[config.mk]
export PLATFORM = sky130hd
export DESIGN_NAME = port_b_alternate_function_override
export DESIGN_NICKNAME = d
export VERILOG_FILES = /design/src/include/port_b_pkg.sv /design/src/include/pin_ovr_if.sv /design/src/verilog/port_b_alternate_function_override.sv /design/src/verilog/clk_out_divider.sv /design/src/verilog/pad_override.sv
export SDC_FILE = /design/constraint.sdc
export NUM_CORES = 1
export LEC_CHECK = 0
export BUFFER_PORTS_ARGS = -buffer_cell sky130_fd_sc_hd__buf_2
export CORE_MARGIN = 2
export CORE_UTILIZATION = 45
export DETAILED_ROUTE_END_ITERATION = 7
export PLACE_DENSITY = 0.75
export SLEW_MARGIN = 15
export SYNTH_ARGS = -nofsm -noshare
export SYNTH_HDL_FRONTEND = slang
export SYNTH_SLANG_ARGS = --single-unit
export TNS_END_PERCENT = 1
[constraint.sdc]
create_clock -name i_clk -period 5.7 [get_ports i_clk]
set_clock_uncertainty 0.15 [all_clocks]
set_input_delay 0 -clock i_clk [delete_from_list [all_inputs] [get_ports i_clk]]
set_output_delay 0 -clock i_clk [all_outputs]
set_load 0.005 [all_outputs]
[src/include/port_b_pkg.sv]
package port_b_pkg;
  localparam int PORT_W = 8;
  localparam int PIN_SCK = 7;
  localparam int PIN_MISO = 6;
  localparam int PIN_MOSI = 5;
  localparam int PIN_SS = 4;
  localparam int PIN_CMP0A = 3;
  localparam int PIN_IRQ2 = 2;
  localparam int PIN_DIV_CLK = 1;
  localparam int PIN_XCK = 0;
  localparam logic [7:0] PORT_RESET = 8'h00;
  localparam int DIV_SEL_W = 4;
  localparam int DIV_CNT_W = 16;
  localparam logic [15:0] DIV_CNT_RESET = 16'h0000;
  localparam logic [15:0] DIV_ONE = 16'h0001;
  typedef enum {SPI_OFF, SPI_SLAVE, SPI_MASTER} spi_role_t;
endpackage

[src/include/pin_ovr_if.sv]
`timescale 1ns/1ps
interface pin_ovr_if;
  logic [7:0] pu_oe;
  logic [7:0] pu_val;
  logic [7:0] dd_oe;
  logic [7:0] dd_val;
  logic [7:0] pv_oe;
  logic [7:0] pv_val;
  logic [7:0] die_oe;
  logic [7:0] die_val;
  logic [7:0] din;
  modport src (
    output pu_oe, pu_val, dd_oe, dd_val, pv_oe, pv_val, die_oe, die_val,
    input din
  );
  modport pad (
    input pu_oe, pu_val, dd_oe, dd_val, pv_oe, pv_val, die_oe, die_val,
    output din
  );
endinterface

[src/verilog/port_b_alternate_function_override.sv]
`timescale 1ns/1ps
module port_b_alternate_function_override (
  // clock and reset
  input wire logic i_clk,
  input wire logic i_reset_n,
  // port register bits
  input wire logic [7:0] i_dir_reg,
  input wire logic [7:0] i_out_reg,
  input wire logic i_global_pullup_disable,
  input wire logic i_sleep_mode,
  // pads
  input wire logic [7:0] i_pin_in,
  output logic [7:0] o_pin_out,
  output logic [7:0] o_pin_oe,
  output logic [7:0] o_pullup_en,
  // serial peripheral interface
  input wire logic i_serial_if_enable,
  input wire logic i_serial_if_master_sel,
  input wire logic i_sck_out,
  input wire logic i_spi_slave_out,
  input wire logic i_spi_master_out,
  output logic o_sck_in,
  output logic o_spi_master_in,
  output logic o_spi_slave_in,
  output logic o_spi_slave_select_n,
  output logic o_spi_slave_active,
  // timer compare outputs
  input wire logic i_timer3_cmp_b_out,
  input wire logic i_timer3_cmp_b_en,
  input wire logic i_timer3_cmp_a_out,
  input wire logic i_timer3_cmp_a_en,
  input wire logic i_timer0_cmp_b_out,
  input wire logic i_timer0_cmp_b_en,
  input wire logic i_timer0_cmp_a_out,
  input wire logic i_timer0_cmp_a_en,
  // timer count inputs
  output logic o_timer0_count_in,
  output logic o_timer1_count_in,
  // interrupt inputs
  input wire logic i_ext_irq_2_en,
  input wire logic [7:0] i_pin_change_mask,
  input wire logic i_pin_change_group1_en,
  output logic o_ext_irq_2,
  output logic [7:0] o_pin_change_src,
  // divided clock output
  input wire logic i_clk_out_fuse,
  input wire logic [3:0] i_clk_div_log2,
  // serial port 0 clock
  input wire logic i_serial0_sync_mode,
  input wire logic i_serial0_ext_clk_out,
  output logic o_serial0_ext_clk,
  // comparator
  output logic o_comparator_pos_in,
  output logic o_comparator_neg_in
);

  // ----------------------------------------------------------------
  // shared signals
  // ----------------------------------------------------------------

  pin_ovr_if ovr ();

  port_b_pkg::spi_role_t spi_role;
  logic divided_clk_out;
  logic [7:0] force_in;
  logic [7:0] pu_oe;
  logic [7:0] pu_val;
  logic [7:0] dd_oe;
  logic [7:0] dd_val;
  logic [7:0] pv_oe;
  logic [7:0] pv_val;
  logic [7:0] die_oe;
  logic [7:0] pin_change_keep;

  // ----------------------------------------------------------------
  // serial interface role
  // ----------------------------------------------------------------

  always_comb
  begin
    if (!i_serial_if_enable)
      spi_role = port_b_pkg::SPI_OFF;
    else if (i_serial_if_master_sel)
      spi_role = port_b_pkg::SPI_MASTER;
    else
      spi_role = port_b_pkg::SPI_SLAVE;
  end

  // pins each role turns into inputs
  always_comb
  begin
    force_in = port_b_pkg::PORT_RESET;
    unique case (spi_role)
      port_b_pkg::SPI_OFF:
      begin
        force_in = port_b_pkg::PORT_RESET;
      end
      port_b_pkg::SPI_SLAVE:
      begin
        force_in[port_b_pkg::PIN_SCK] = 1'b1;
        force_in[port_b_pkg::PIN_MOSI] = 1'b1;
        force_in[port_b_pkg::PIN_SS] = 1'b1;
      end
      port_b_pkg::SPI_MASTER:
      begin
        force_in[port_b_pkg::PIN_MISO] = 1'b1;
      end
    endcase
  end

  // ----------------------------------------------------------------
  // divided clock
  // ----------------------------------------------------------------

  clk_out_divider u_divider (
    .i_clk(i_clk),
    .i_run(i_clk_out_fuse),
    .i_div_log2(i_clk_div_log2),
    .o_clk_out(divided_clk_out)
  );

  // ----------------------------------------------------------------
  // pull-up and direction overrides
  // ----------------------------------------------------------------

  // forced inputs keep their pull-up on the output register bit
  always_comb
  begin
    pu_oe = force_in;
    pu_val = force_in & i_out_reg & {8{~i_global_pullup_disable}};
  end

  always_comb
  begin
    dd_oe = force_in;
    dd_val = port_b_pkg::PORT_RESET;
    if (i_clk_out_fuse)
    begin
      dd_oe[port_b_pkg::PIN_DIV_CLK] = 1'b1;
      dd_val[port_b_pkg::PIN_DIV_CLK] = 1'b1;
    end
  end

  // ----------------------------------------------------------------
  // value overrides, per pin
  // ----------------------------------------------------------------

  // pin 7: serial clock out as master, timer3 compare-B with the interface off
  always_comb
  begin
    pv_oe[port_b_pkg::PIN_SCK] = 1'b0;
    pv_val[port_b_pkg::PIN_SCK] = 1'b0;
    if (spi_role == port_b_pkg::SPI_MASTER)
    begin
      pv_oe[port_b_pkg::PIN_SCK] = 1'b1;
      pv_val[port_b_pkg::PIN_SCK] = i_sck_out;
    end
    else if (spi_role == port_b_pkg::SPI_OFF && i_timer3_cmp_b_en
      && i_dir_reg[port_b_pkg::PIN_SCK])
    begin
      pv_oe[port_b_pkg::PIN_SCK] = 1'b1;
      pv_val[port_b_pkg::PIN_SCK] = i_timer3_cmp_b_out;
    end
  end

  // pin 6: slave data out as slave, timer3 compare-A with the interface off
  always_comb
  begin
    pv_oe[port_b_pkg::PIN_MISO] = 1'b0;
    pv_val[port_b_pkg::PIN_MISO] = 1'b0;
    if (spi_role == port_b_pkg::SPI_SLAVE)
    begin
      pv_oe[port_b_pkg::PIN_MISO] = 1'b1;
      pv_val[port_b_pkg::PIN_MISO] = i_spi_slave_out;
    end
    else if (spi_role == port_b_pkg::SPI_OFF && i_timer3_cmp_a_en
      && i_dir_reg[port_b_pkg::PIN_MISO])
    begin
      pv_oe[port_b_pkg::PIN_MISO] = 1'b1;
      pv_val[port_b_pkg::PIN_MISO] = i_timer3_cmp_a_out;
    end
  end

  // pin 5: master data out as master
  always_comb
  begin
    pv_oe[port_b_pkg::PIN_MOSI] = 1'b0;
    pv_val[port_b_pkg::PIN_MOSI] = 1'b0;
    if (spi_role == port_b_pkg::SPI_MASTER)
    begin
      pv_oe[port_b_pkg::PIN_MOSI] = 1'b1;
      pv_val[port_b_pkg::PIN_MOSI] = i_spi_master_out;
    end
  end

  // pin 4: timer0 compare-B unless the pin is a slave select input
  always_comb
  begin
    pv_oe[port_b_pkg::PIN_SS] = 1'b0;
    pv_val[port_b_pkg::PIN_SS] = 1'b0;
    if (spi_role != port_b_pkg::SPI_SLAVE && i_timer0_cmp_b_en
      && i_dir_reg[port_b_pkg::PIN_SS])
    begin
      pv_oe[port_b_pkg::PIN_SS] = 1'b1;
      pv_val[port_b_pkg::PIN_SS] = i_timer0_cmp_b_out;
    end
  end

  // pin 3: timer0 compare-A
  always_comb
  begin
    pv_oe[port_b_pkg::PIN_CMP0A] = 1'b0;
    pv_val[port_b_pkg::PIN_CMP0A] = 1'b0;
    if (i_timer0_cmp_a_en && i_dir_reg[port_b_pkg::PIN_CMP0A])
    begin
      pv_oe[port_b_pkg::PIN_CMP0A] = 1'b1;
      pv_val[port_b_pkg::PIN_CMP0A] = i_timer0_cmp_a_out;
    end
  end

  // pin 2: no alternate output, the port registers drive it
  always_comb
  begin
    pv_oe[port_b_pkg::PIN_IRQ2] = 1'b0;
    pv_val[port_b_pkg::PIN_IRQ2] = 1'b0;
  end

  // pin 1: divided clock when the fuse is programmed
  always_comb
  begin
    pv_oe[port_b_pkg::PIN_DIV_CLK] = i_clk_out_fuse;
    pv_val[port_b_pkg::PIN_DIV_CLK] = i_clk_out_fuse & divided_clk_out;
  end

  // pin 0: serial port clock out in synchronous mode with direction one
  always_comb
  begin
    pv_oe[port_b_pkg::PIN_XCK] = 1'b0;
    pv_val[port_b_pkg::PIN_XCK] = 1'b0;
    if (i_serial0_sync_mode && i_dir_reg[port_b_pkg::PIN_XCK])
    begin
      pv_oe[port_b_pkg::PIN_XCK] = 1'b1;
      pv_val[port_b_pkg::PIN_XCK] = i_serial0_ext_clk_out;
    end
  end

  // ----------------------------------------------------------------
  // digital input enable overrides
  // ----------------------------------------------------------------

  assign pin_change_keep = i_pin_change_mask & {8{i_pin_change_group1_en}};

  always_comb
  begin
    die_oe = pin_change_keep;
    die_oe[port_b_pkg::PIN_IRQ2] = pin_change_keep[port_b_pkg::PIN_IRQ2]
      | i_ext_irq_2_en;
  end

  // ----------------------------------------------------------------
  // override set onto the pads; in reset only the clock and the input enables stay
  // ----------------------------------------------------------------

  always_comb
  begin
    ovr.die_oe = die_oe;
    ovr.die_val = {8{1'b1}};
    if (i_reset_n)
    begin
      ovr.pu_oe = pu_oe;
      ovr.pu_val = pu_val;
      ovr.dd_oe = dd_oe;
      ovr.dd_val = dd_val;
      ovr.pv_oe = pv_oe;
      ovr.pv_val = pv_val;
    end
    else
    begin
      ovr.pu_oe = port_b_pkg::PORT_RESET;
      ovr.pu_val = port_b_pkg::PORT_RESET;
      ovr.dd_oe = dd_oe & (8'h01 << port_b_pkg::PIN_DIV_CLK);
      ovr.dd_val = dd_val & (8'h01 << port_b_pkg::PIN_DIV_CLK);
      ovr.pv_oe = pv_oe & (8'h01 << port_b_pkg::PIN_DIV_CLK);
      ovr.pv_val = pv_val & (8'h01 << port_b_pkg::PIN_DIV_CLK);
    end
  end

  pad_override u_pad (
    .i_clk(i_clk),
    .i_reset_n(i_reset_n),
    .ovr(ovr.pad),
    .i_dir_reg(i_dir_reg),
    .i_out_reg(i_out_reg),
    .i_global_pullup_disable(i_global_pullup_disable),
    .i_sleep_mode(i_sleep_mode),
    .i_pin_in(i_pin_in),
    .o_pin_out(o_pin_out),
    .o_pin_oe(o_pin_oe),
    .o_pullup_en(o_pullup_en)
  );

  // ----------------------------------------------------------------
  // inputs to the peripherals
  // ----------------------------------------------------------------

  // serial interface inputs
  always_ff @(posedge i_clk)
  begin
    if (!i_reset_n)
    begin
      o_sck_in <= 1'b0;
      o_spi_master_in <= 1'b0;
      o_spi_slave_in <= 1'b0;
      o_spi_slave_select_n <= 1'b1;
      o_spi_slave_active <= 1'b0;
    end
    else
    begin
      o_sck_in <= ovr.din[port_b_pkg::PIN_SCK];
      o_spi_master_in <= ovr.din[port_b_pkg::PIN_MISO];
      o_spi_slave_in <= ovr.din[port_b_pkg::PIN_MOSI];
      o_spi_slave_select_n <= ovr.din[port_b_pkg::PIN_SS];
      o_spi_slave_active <= (spi_role == port_b_pkg::SPI_SLAVE)
        && !ovr.din[port_b_pkg::PIN_SS];
    end
  end

  // timer count sources and serial port clock
  always_ff @(posedge i_clk)
  begin
    if (!i_reset_n)
    begin
      o_timer0_count_in <= 1'b0;
      o_timer1_count_in <= 1'b0;
      o_serial0_ext_clk <= 1'b0;
    end
    else
    begin
      o_timer0_count_in <= ovr.din[port_b_pkg::PIN_XCK];
      o_timer1_count_in <= ovr.din[port_b_pkg::PIN_DIV_CLK];
      o_serial0_ext_clk <= i_serial0_sync_mode
        && ovr.din[port_b_pkg::PIN_XCK];
    end
  end

  // interrupt sources
  always_ff @(posedge i_clk)
  begin
    if (!i_reset_n)
    begin
      o_ext_irq_2 <= 1'b0;
      o_pin_change_src <= port_b_pkg::PORT_RESET;
    end
    else
    begin
      o_ext_irq_2 <= ovr.din[port_b_pkg::PIN_IRQ2];
      o_pin_change_src <= ovr.din;
    end
  end

  // ----------------------------------------------------------------
  // comparator taps, straight from the pads
  // ----------------------------------------------------------------

  assign o_comparator_neg_in = i_pin_in[port_b_pkg::PIN_CMP0A];
  assign o_comparator_pos_in = i_pin_in[port_b_pkg::PIN_IRQ2];

endmodule

[src/verilog/clk_out_divider.sv]
`timescale 1ns/1ps
module clk_out_divider (
  // clock
  input wire logic i_clk,
  // control
  input wire logic i_run,
  input wire logic [3:0] i_div_log2,
  // divided clock
  output logic o_clk_out
);
  logic [15:0] count_reg;
  logic [15:0] mask;
  logic tick;

  // one-cycle enable every 2^n cycles toggles the output
  assign mask = (port_b_pkg::DIV_ONE << i_div_log2) - port_b_pkg::DIV_ONE;
  assign tick = (count_reg & mask) == mask;

  // not cleared by chip reset so the clock keeps running through it
  always_ff @(posedge i_clk)
  begin
    if (!i_run)
    begin
      count_reg <= port_b_pkg::DIV_CNT_RESET;
      o_clk_out <= 1'b0;
    end
    else
    begin
      count_reg <= count_reg + port_b_pkg::DIV_ONE;
      if (tick)
        o_clk_out <= ~o_clk_out;
    end
  end
endmodule

[src/verilog/pad_override.sv]
`timescale 1ns/1ps
module pad_override (
  // clock and reset
  input wire logic i_clk,
  input wire logic i_reset_n,
  // override set from the alternate functions
  pin_ovr_if.pad ovr,
  // port register bits
  input wire logic [7:0] i_dir_reg,
  input wire logic [7:0] i_out_reg,
  input wire logic i_global_pullup_disable,
  input wire logic i_sleep_mode,
  // pads
  input wire logic [7:0] i_pin_in,
  output logic [7:0] o_pin_out,
  output logic [7:0] o_pin_oe,
  output logic [7:0] o_pullup_en
);
  logic [7:0] sync1_reg;
  logic [7:0] sync2_reg;
  logic [7:0] oe_next;
  logic [7:0] out_next;
  logic [7:0] pu_next;
  logic [7:0] din_en;

  assign oe_next = (ovr.dd_oe & ovr.dd_val) | (~ovr.dd_oe & i_dir_reg);
  assign out_next = (ovr.pv_oe & ovr.pv_val) | (~ovr.pv_oe & i_out_reg);
  assign pu_next = (ovr.pu_oe & ovr.pu_val)
    | (~ovr.pu_oe & ~i_dir_reg & i_out_reg & {8{~i_global_pullup_disable}});
  assign din_en = (ovr.die_oe & ovr.die_val) | (~ovr.die_oe & {8{~i_sleep_mode}});
  assign ovr.din = sync2_reg & din_en;

  always_ff @(posedge i_clk)
  begin
    sync1_reg <= i_pin_in;
    sync2_reg <= sync1_reg;
  end

  // reset keeps only the overrides still asserted, i.e. the clock output
  always_ff @(posedge i_clk)
  begin
    if (!i_reset_n)
    begin
      o_pin_oe <= ovr.dd_oe & ovr.dd_val;
      o_pin_out <= ovr.pv_oe & ovr.pv_val;
      o_pullup_en <= port_b_pkg::PORT_RESET;
    end
    else
    begin
      o_pin_oe <= oe_next;
      o_pin_out <= out_next;
      o_pullup_en <= pu_next;
    end
  end
endmodule

==> results of run 1 <==
final cells by class:
class,instances,area [µm²],area share
Clock buffer,11,141.4,0.03649
Sequential cell,67,1341,0.3461
Clock inverter,5,28.78,0.007427
Tap cell,72,90.09,0.02325
Timing Repair Buffer,171,1211,0.3126
Multi-Input combinational cell,168,1040,0.2683
Inverter,6,22.52,0.005812
metrics by stage:
step	utilization	setup WS, ns	cells	cell area, µm²	hold WS [ns]
global placement	0.5471	3.470	413	2994	-0.04784
CTS	0.7080	3.600	500	3875	0.1324
finish	0.7080	3.454	500	3875	0.1595
global route	0.7080	3.322	500	3875	0.1591
floorplan	-	3.578	261	2530	-0.1223
detailed placement	0.5471	3.410	413	2994	-0.04642
cells in the final DEF (no fill, tap or decap), types with 2 or more instances in the layout:
cell / Yosys / layout
a21boi_0: 5 / 5
a21boi_1: 2 / 2
a21oi_1: 14 / 14
a31oi_1: 2 / 2
and2_1: 16 / 16
and3_1: 5 / 5
and3b_1: 2 / 2
buf_2: 2 / 100
clkbuf_8: 0 / 10
clkinv_2: 0 / 4
dfxtp_1: 67 / 67
dlygate4sd3_1: 0 / 71
ha_1: 2 / 2
inv_1: 6 / 6
mux2i_1: 4 / 4
nand2_1: 44 / 44
nand2b_1: 4 / 4
nand3_1: 7 / 7
nor2_1: 7 / 7
nor2b_1: 2 / 2
nor3_1: 6 / 6
nor3b_1: 2 / 2
nor4_2: 2 / 2
o211ai_1: 3 / 3
o21ai_0: 7 / 7
or3_1: 5 / 5
xnor2_1: 8 / 8
worst max path at each step:
stage                       from              endpoint  slack (ns)  cells after the start
2_1_floorplan  i_clk_div_log2[0]   u_divider.o_clk_out        3.58                      9
3_3_place_gp   i_clk_div_log2[3]   u_divider.o_clk_out        3.47                      8
3_5_place_dp   i_clk_div_log2[3]   u_divider.o_clk_out        3.41                      8
4_1_cts                i_reset_n  u_pad.o_pullup_en[5]        3.60                      7
5_1_grt                i_reset_n  u_pad.o_pullup_en[7]        3.32                      7
6_report               i_reset_n  u_pad.o_pullup_en[7]        3.45                      7
worst max-delay path: stages:
cell,delay (ns)
dlygate4sd3_1,0.56
buf_2,0.35
inv_1,0.23
nor2_1,0.38
nand2_1,0.10
a21oi_1,0.15
dlygate4sd3_1,0.58
metal layers:
layer,up-vias,share of wire,global-route usage
li1,1203,-,-
met1,1119,0.39,0.2783
met2,86,0.53,0.4246
met3,19,0.048,0.05000
met4,0,0.030,0.1345
met5,-,0,0
kinds of logic (layout without fill, tap and decap cells):
logic type                 count (synthesis)  in the layout  synth area share
and+or+nand+nor                          109            109            0.2275
DFF                                       67             67            0.5302
AOI/OAI and AO/OA                         44             44            0.1266
buffers and inverters                     26            193           0.05885
xor gates and xnor gates                   9              9           0.03116
muxes                                      4              4           0.01583
adders and majority gates                  2              2          0.009890
where the power goes:
part | internal, mW | switching, mW
sequential | 0.488 | 0.00725
combinational | 0.0725 | 0.0533
clock | 0.168 | 0.173
total | 0.728 | 0.234
==> run_results.csv, run 1 <==
group,metric,value,unit
run_status,outcome,"complete, no violations",
synthesis,synth_common_cells,"dfxtp_1, nand2_1, and2_1",
synthesis,synth_largest_area_cell,"dfxtp_1",
sta,slew_headroom,0.7224,
clock_tree,cts.clk_slew.worst_paths,0.07,ns
place,dp_hpwl,3987,µm
synthesis,synth_cell_types,47,
route,drc_errors,0,
clock_tree,clk_latency,0.33,ns
setup_path,endpoint_kind,"flip-flop",
place,port_buffers,100,
clock_tree,ctsResizeCount,0,
synthesis,synth-main-ff-cell,"dfxtp_1",
floorplan,start_util,0.4623,
worst_hold_path,hold_depth,2,
sta,worst_pin_slew,0.4149,ns
grt,grt_overflow,0,
setup_path,path_class,"input pin to flip-flop",
setup_path,regToRegSetupSlack,3.85,ns
grt,grtUsageTotal,0.2438,
route,routedWlPerCell,14.26,µm
route,totalWireLength,7130,µm
route,postRouteAntennaNets,0,
sta,period_share,0.3940,
sta,rsz0062_at_grt,"false",
floorplan,coreArea,5473,µm²
flow_run,max-cap-violations,0,
clock_tree,clk_path_buf_depth,2,
power,max-vdd-ir-drop,201.9,µV
synthesis,syn_avg_cell_area,9.693,µm²
grt,antenna_found_initial,0,
worst_hold_path,min_path_type,"input pin to flip-flop",
clock_tree,clockRootBuffer,"clkbuf_8",
synthesis,synthCells,261,
setup_path,rr_worst_depth,5,
clock_tree,post-cts-setup-buffers,0,
synthesis,async_flop_share,0,
setup_path,critPathArrivalTime,2.37,ns
synthesis,ys_seq_area_frac,0.5302,
setup_path,worstPathMaxFanout,20,
place,gp_congestion,0.8619,
grt,grt_pass1_wl,11730,µm
synthesis,ys_top_cells_by_area,"dfxtp_1, nand2_1, and2_1",
clock_tree,cts_tree,"built",
synthesis,synth_edf_count,0,
power,power,0.9619,mW
clock_tree,htree_levels,3,
route,via_count,2427,
floorplan,rows,27,
grt,grt_pass1_vias,2567,
synthesis,synth.most_common_cell,"dfxtp_1",
clock_tree,cts_buffers,9,
synthesis,synth_nets,321,
sta,period_minus_slack,2.246,ns
finish,largest_reg_flops,15,
power,p_per_area,248.2,nW/µm²
finish,area_growth,53.17,%
floorplan,dieWidth,78.98,µm
sta,hold_viol,0,
route,first_pass_iters,4,
synthesis,ys_ff_latch,67,
finish,drive_gt1_frac,0.2897,
sta,finalMaxSlewViolations,0,
worst_hold_path,hold_end,"u_pad.sync1_reg[6]",
sta,fmax,0.4452,GHz
setup_path,timing.rr.end,"u_divider.o_clk_out",
synthesis,post-synth-top-area-fraction,0.5302,
clock_tree,ctsHoldBuffers,71,
setup_path,worstPathRequired,5.82,ns
synthesis,yosysWarnings,0,
setup_path,worstReg2RegStart,"u_divider.count_reg[3]",
route,drt_iter0_markers,101,
finish,fillers,407,
sta,setup_viol,0,
synthesis,synth_area,2530,µm²
clock_tree,cts_sinks,67,
finish,fin_nets,483,
worst_hold_path,min-delay-start,"i_pin_in[6]",
floorplan,ioPinCount,101,
sta,tns,0,ns
route,vias_per_cell,4.854,
grt,grt_max_degree,21,
floorplan,die_area,6238,µm²
floorplan,die_h,78.98,µm
finish,diodes,0,
power,power.leakage,1.813,nW
setup_path,critPathLaunchType,"input pin",
Power figures use the tool's default switching activity.
==> run 2, diff against run 1 <==
CORE_UTILIZATION = 43   (was 45)
clock period = 1.9 ns   (was 5.7 ns; I/O delays follow)
==> run_results.csv, run 2 (same netlist as run 1, synthesis figures left out) <==
group,metric,value,unit
run_status,outcome,"complete, no violations",
floorplan,die_h,80.71,µm
flow_run,max-cap-violations,0,
route,vias_per_cell,4.969,
route,first_pass_iters,4,
worst_hold_path,hold_depth,4,
finish,layout_commonest_cell,"buf_2",
floorplan,dieWidth,80.71,µm
route,routedWlPerCell,16.20,µm
clock_tree,cts_buffers,9,
clock_tree,cts_tree,"built",
place,gp_congestion,0.7884,
grt,grt_pass1_wl,12800,µm
grt,grtUsageTotal,0.2643,
sta,slew_headroom,0.7472,
finish,largest_reg_flops,15,
finish,drive_gt1_frac,0.3182,
place,dp_hpwl,4286,µm
worst_hold_path,min_path_type,"input pin to flip-flop",
sta,tns,0,ns
floorplan,ioPinCount,101,
route,via_count,2549,
clock_tree,cts_sinks,67,
finish,fin_nets,496,
sta,worst_pin_slew,0.3740,ns
setup_path,regToRegSetupSlack,0.18,ns
setup_path,endpoint_kind,"flip-flop",
floorplan,die_area,6513,µm²
floorplan,rows,27,
sta,period_share,0.9759,
route,drt_iter0_markers,145,
grt,grt_overflow,0,
finish,area_growth,60.24,%
power,power.leakage,1.934,nW
route,drc_errors,0,
setup_path,critPathLaunchType,"input pin",
setup_path,worstReg2RegStart,"u_divider.count_reg[3]",
setup_path,worstPathRequired,1.97,ns
clock_tree,clockRootBuffer,"clkbuf_8",
place,place_inst,424,
floorplan,coreArea,5608,µm²
sta,fmax,0.5393,GHz
worst_hold_path,min-delay-start,"i_serial0_ext_clk_out",
sta,rsz0062_at_grt,"false",
worst_hold_path,hold_end,"u_pad.o_pin_out[0]",
grt,grt_pass1_vias,2709,
sta,period_minus_slack,1.854,ns
finish,final_cell_mix,"buf_2, dlygate4sd3_1, dfxtp_1, nand2_1, and2_1",
setup_path,worstPathMaxFanout,1,
place,placed_area,3090,µm²
route,postRouteAntennaNets,0,
finish,final_util,0.7229,
place,port_buffers,100,
clock_tree,htree_levels,3,
finish,instances_no_fill,513,
power,p_per_area,781.5,nW/µm²
route,totalWireLength,8311,µm
setup_path,path_class,"input pin to flip-flop",
grt,grt_max_degree,20,
clock_tree,clk_latency,0.34,ns
grt,antenna_found_initial,1,
floorplan,start_util,0.4511,
clock_tree,cts.clk_slew.worst_paths,0.08,ns
clock_tree,clk_path_buf_depth,2,
sta,setup_viol,0,
power,max-vdd-ir-drop,559.6,µV
power,power,3.168,mW
finish,fillers,387,
setup_path,rr_worst_depth,5,
finish,design_area,4054,µm²
setup_path,timing.rr.end,"u_divider.o_clk_out",
sta,finalMaxSlewViolations,0,
setup_path,critPathArrivalTime,1.92,ns
sta,hold_viol,0,
[run 2: cell count changes in the layout (fill, tap and decap cells not counted), sizes merged]
cell / change
clkbuf: -1
diode: +1
dlygate4sd3: -1
dlymetal6s4s: +3
bufinv: +2
clkinv: -2
buf: +11
[run 2: report_power, final]
part	internal, mW	total [mW]	switching, mW
clock	0.730	1.27	0.535
sequential	1.46	1.49	0.0241
combinational	0.237	0.415	0.178
total	2.43	3.17	0.737
[run 2: worst max-delay path, stage by stage]
cell and delay (ns):
dlygate4sd3_1 0.53, buf_2 0.12, nand2_1 0.06, dlygate4sd3_1 0.55, a21oi_1 0.06, dlygate4sd3_1 0.59
[run 2: worst max path at each step]
stage	cells past startpoint	slack, ns	startpoint	endpoint
after CTS	8	0.04	i_pin_change_mask[4]	o_pin_change_src[4]
after global placement	8	-0.11	i_clk_div_log2[3]	u_divider.o_clk_out
after floorplan	9	-0.08	i_clk_div_log2[1]	u_divider.o_clk_out
final	6	0.05	i_pin_change_mask[3]	o_pin_change_src[3]
after global routing	6	0.01	i_pin_change_mask[3]	o_pin_change_src[3]
after detailed placement	8	-0.13	i_clk_div_log2[3]	u_divider.o_clk_out
[run 2: area by class of cell]
type	count	area, µm²	area share
sequential	67	1343	0.3312
timing repair buffer	184	1324	0.3265
multi-input combinational	168	1066	0.2630
clock buffer	10	127.6	0.03148
tap	72	90.09	0.02222
clock inverter	5	78.83	0.01944
inverter	6	22.52	0.005556
antenna	1	2.502	0.0006173
[run 2: stage by stage]
step                      setup slack (ns)  hold slack [ns]
after CTS                          0.03534          0.03386
after detailed placement           -0.1317         -0.04643
after floorplan                   -0.08346          -0.1223
final                              0.04582          0.02624
after global routing               0.01243          0.06582
after global placement             -0.1080         -0.04723
[run 2: per-layer routing]
layer  GRT usage  share of wire  vias to the layer above
met1      0.2860           0.39                     1195
met2      0.4692           0.53                       94
li1            -              -                     1234
met4      0.1492          0.039                        0
met5           0              0                        -
met3     0.06517          0.049                       26
[run 2: timing repair]
item                                   in CTS  in global routing
endpoints found under the hold margin      59                  0
resized for setup                           0                  9
setup buffers                               0                  0
setup endpoints to repair                   0                 12
hold buffers                               73                  0
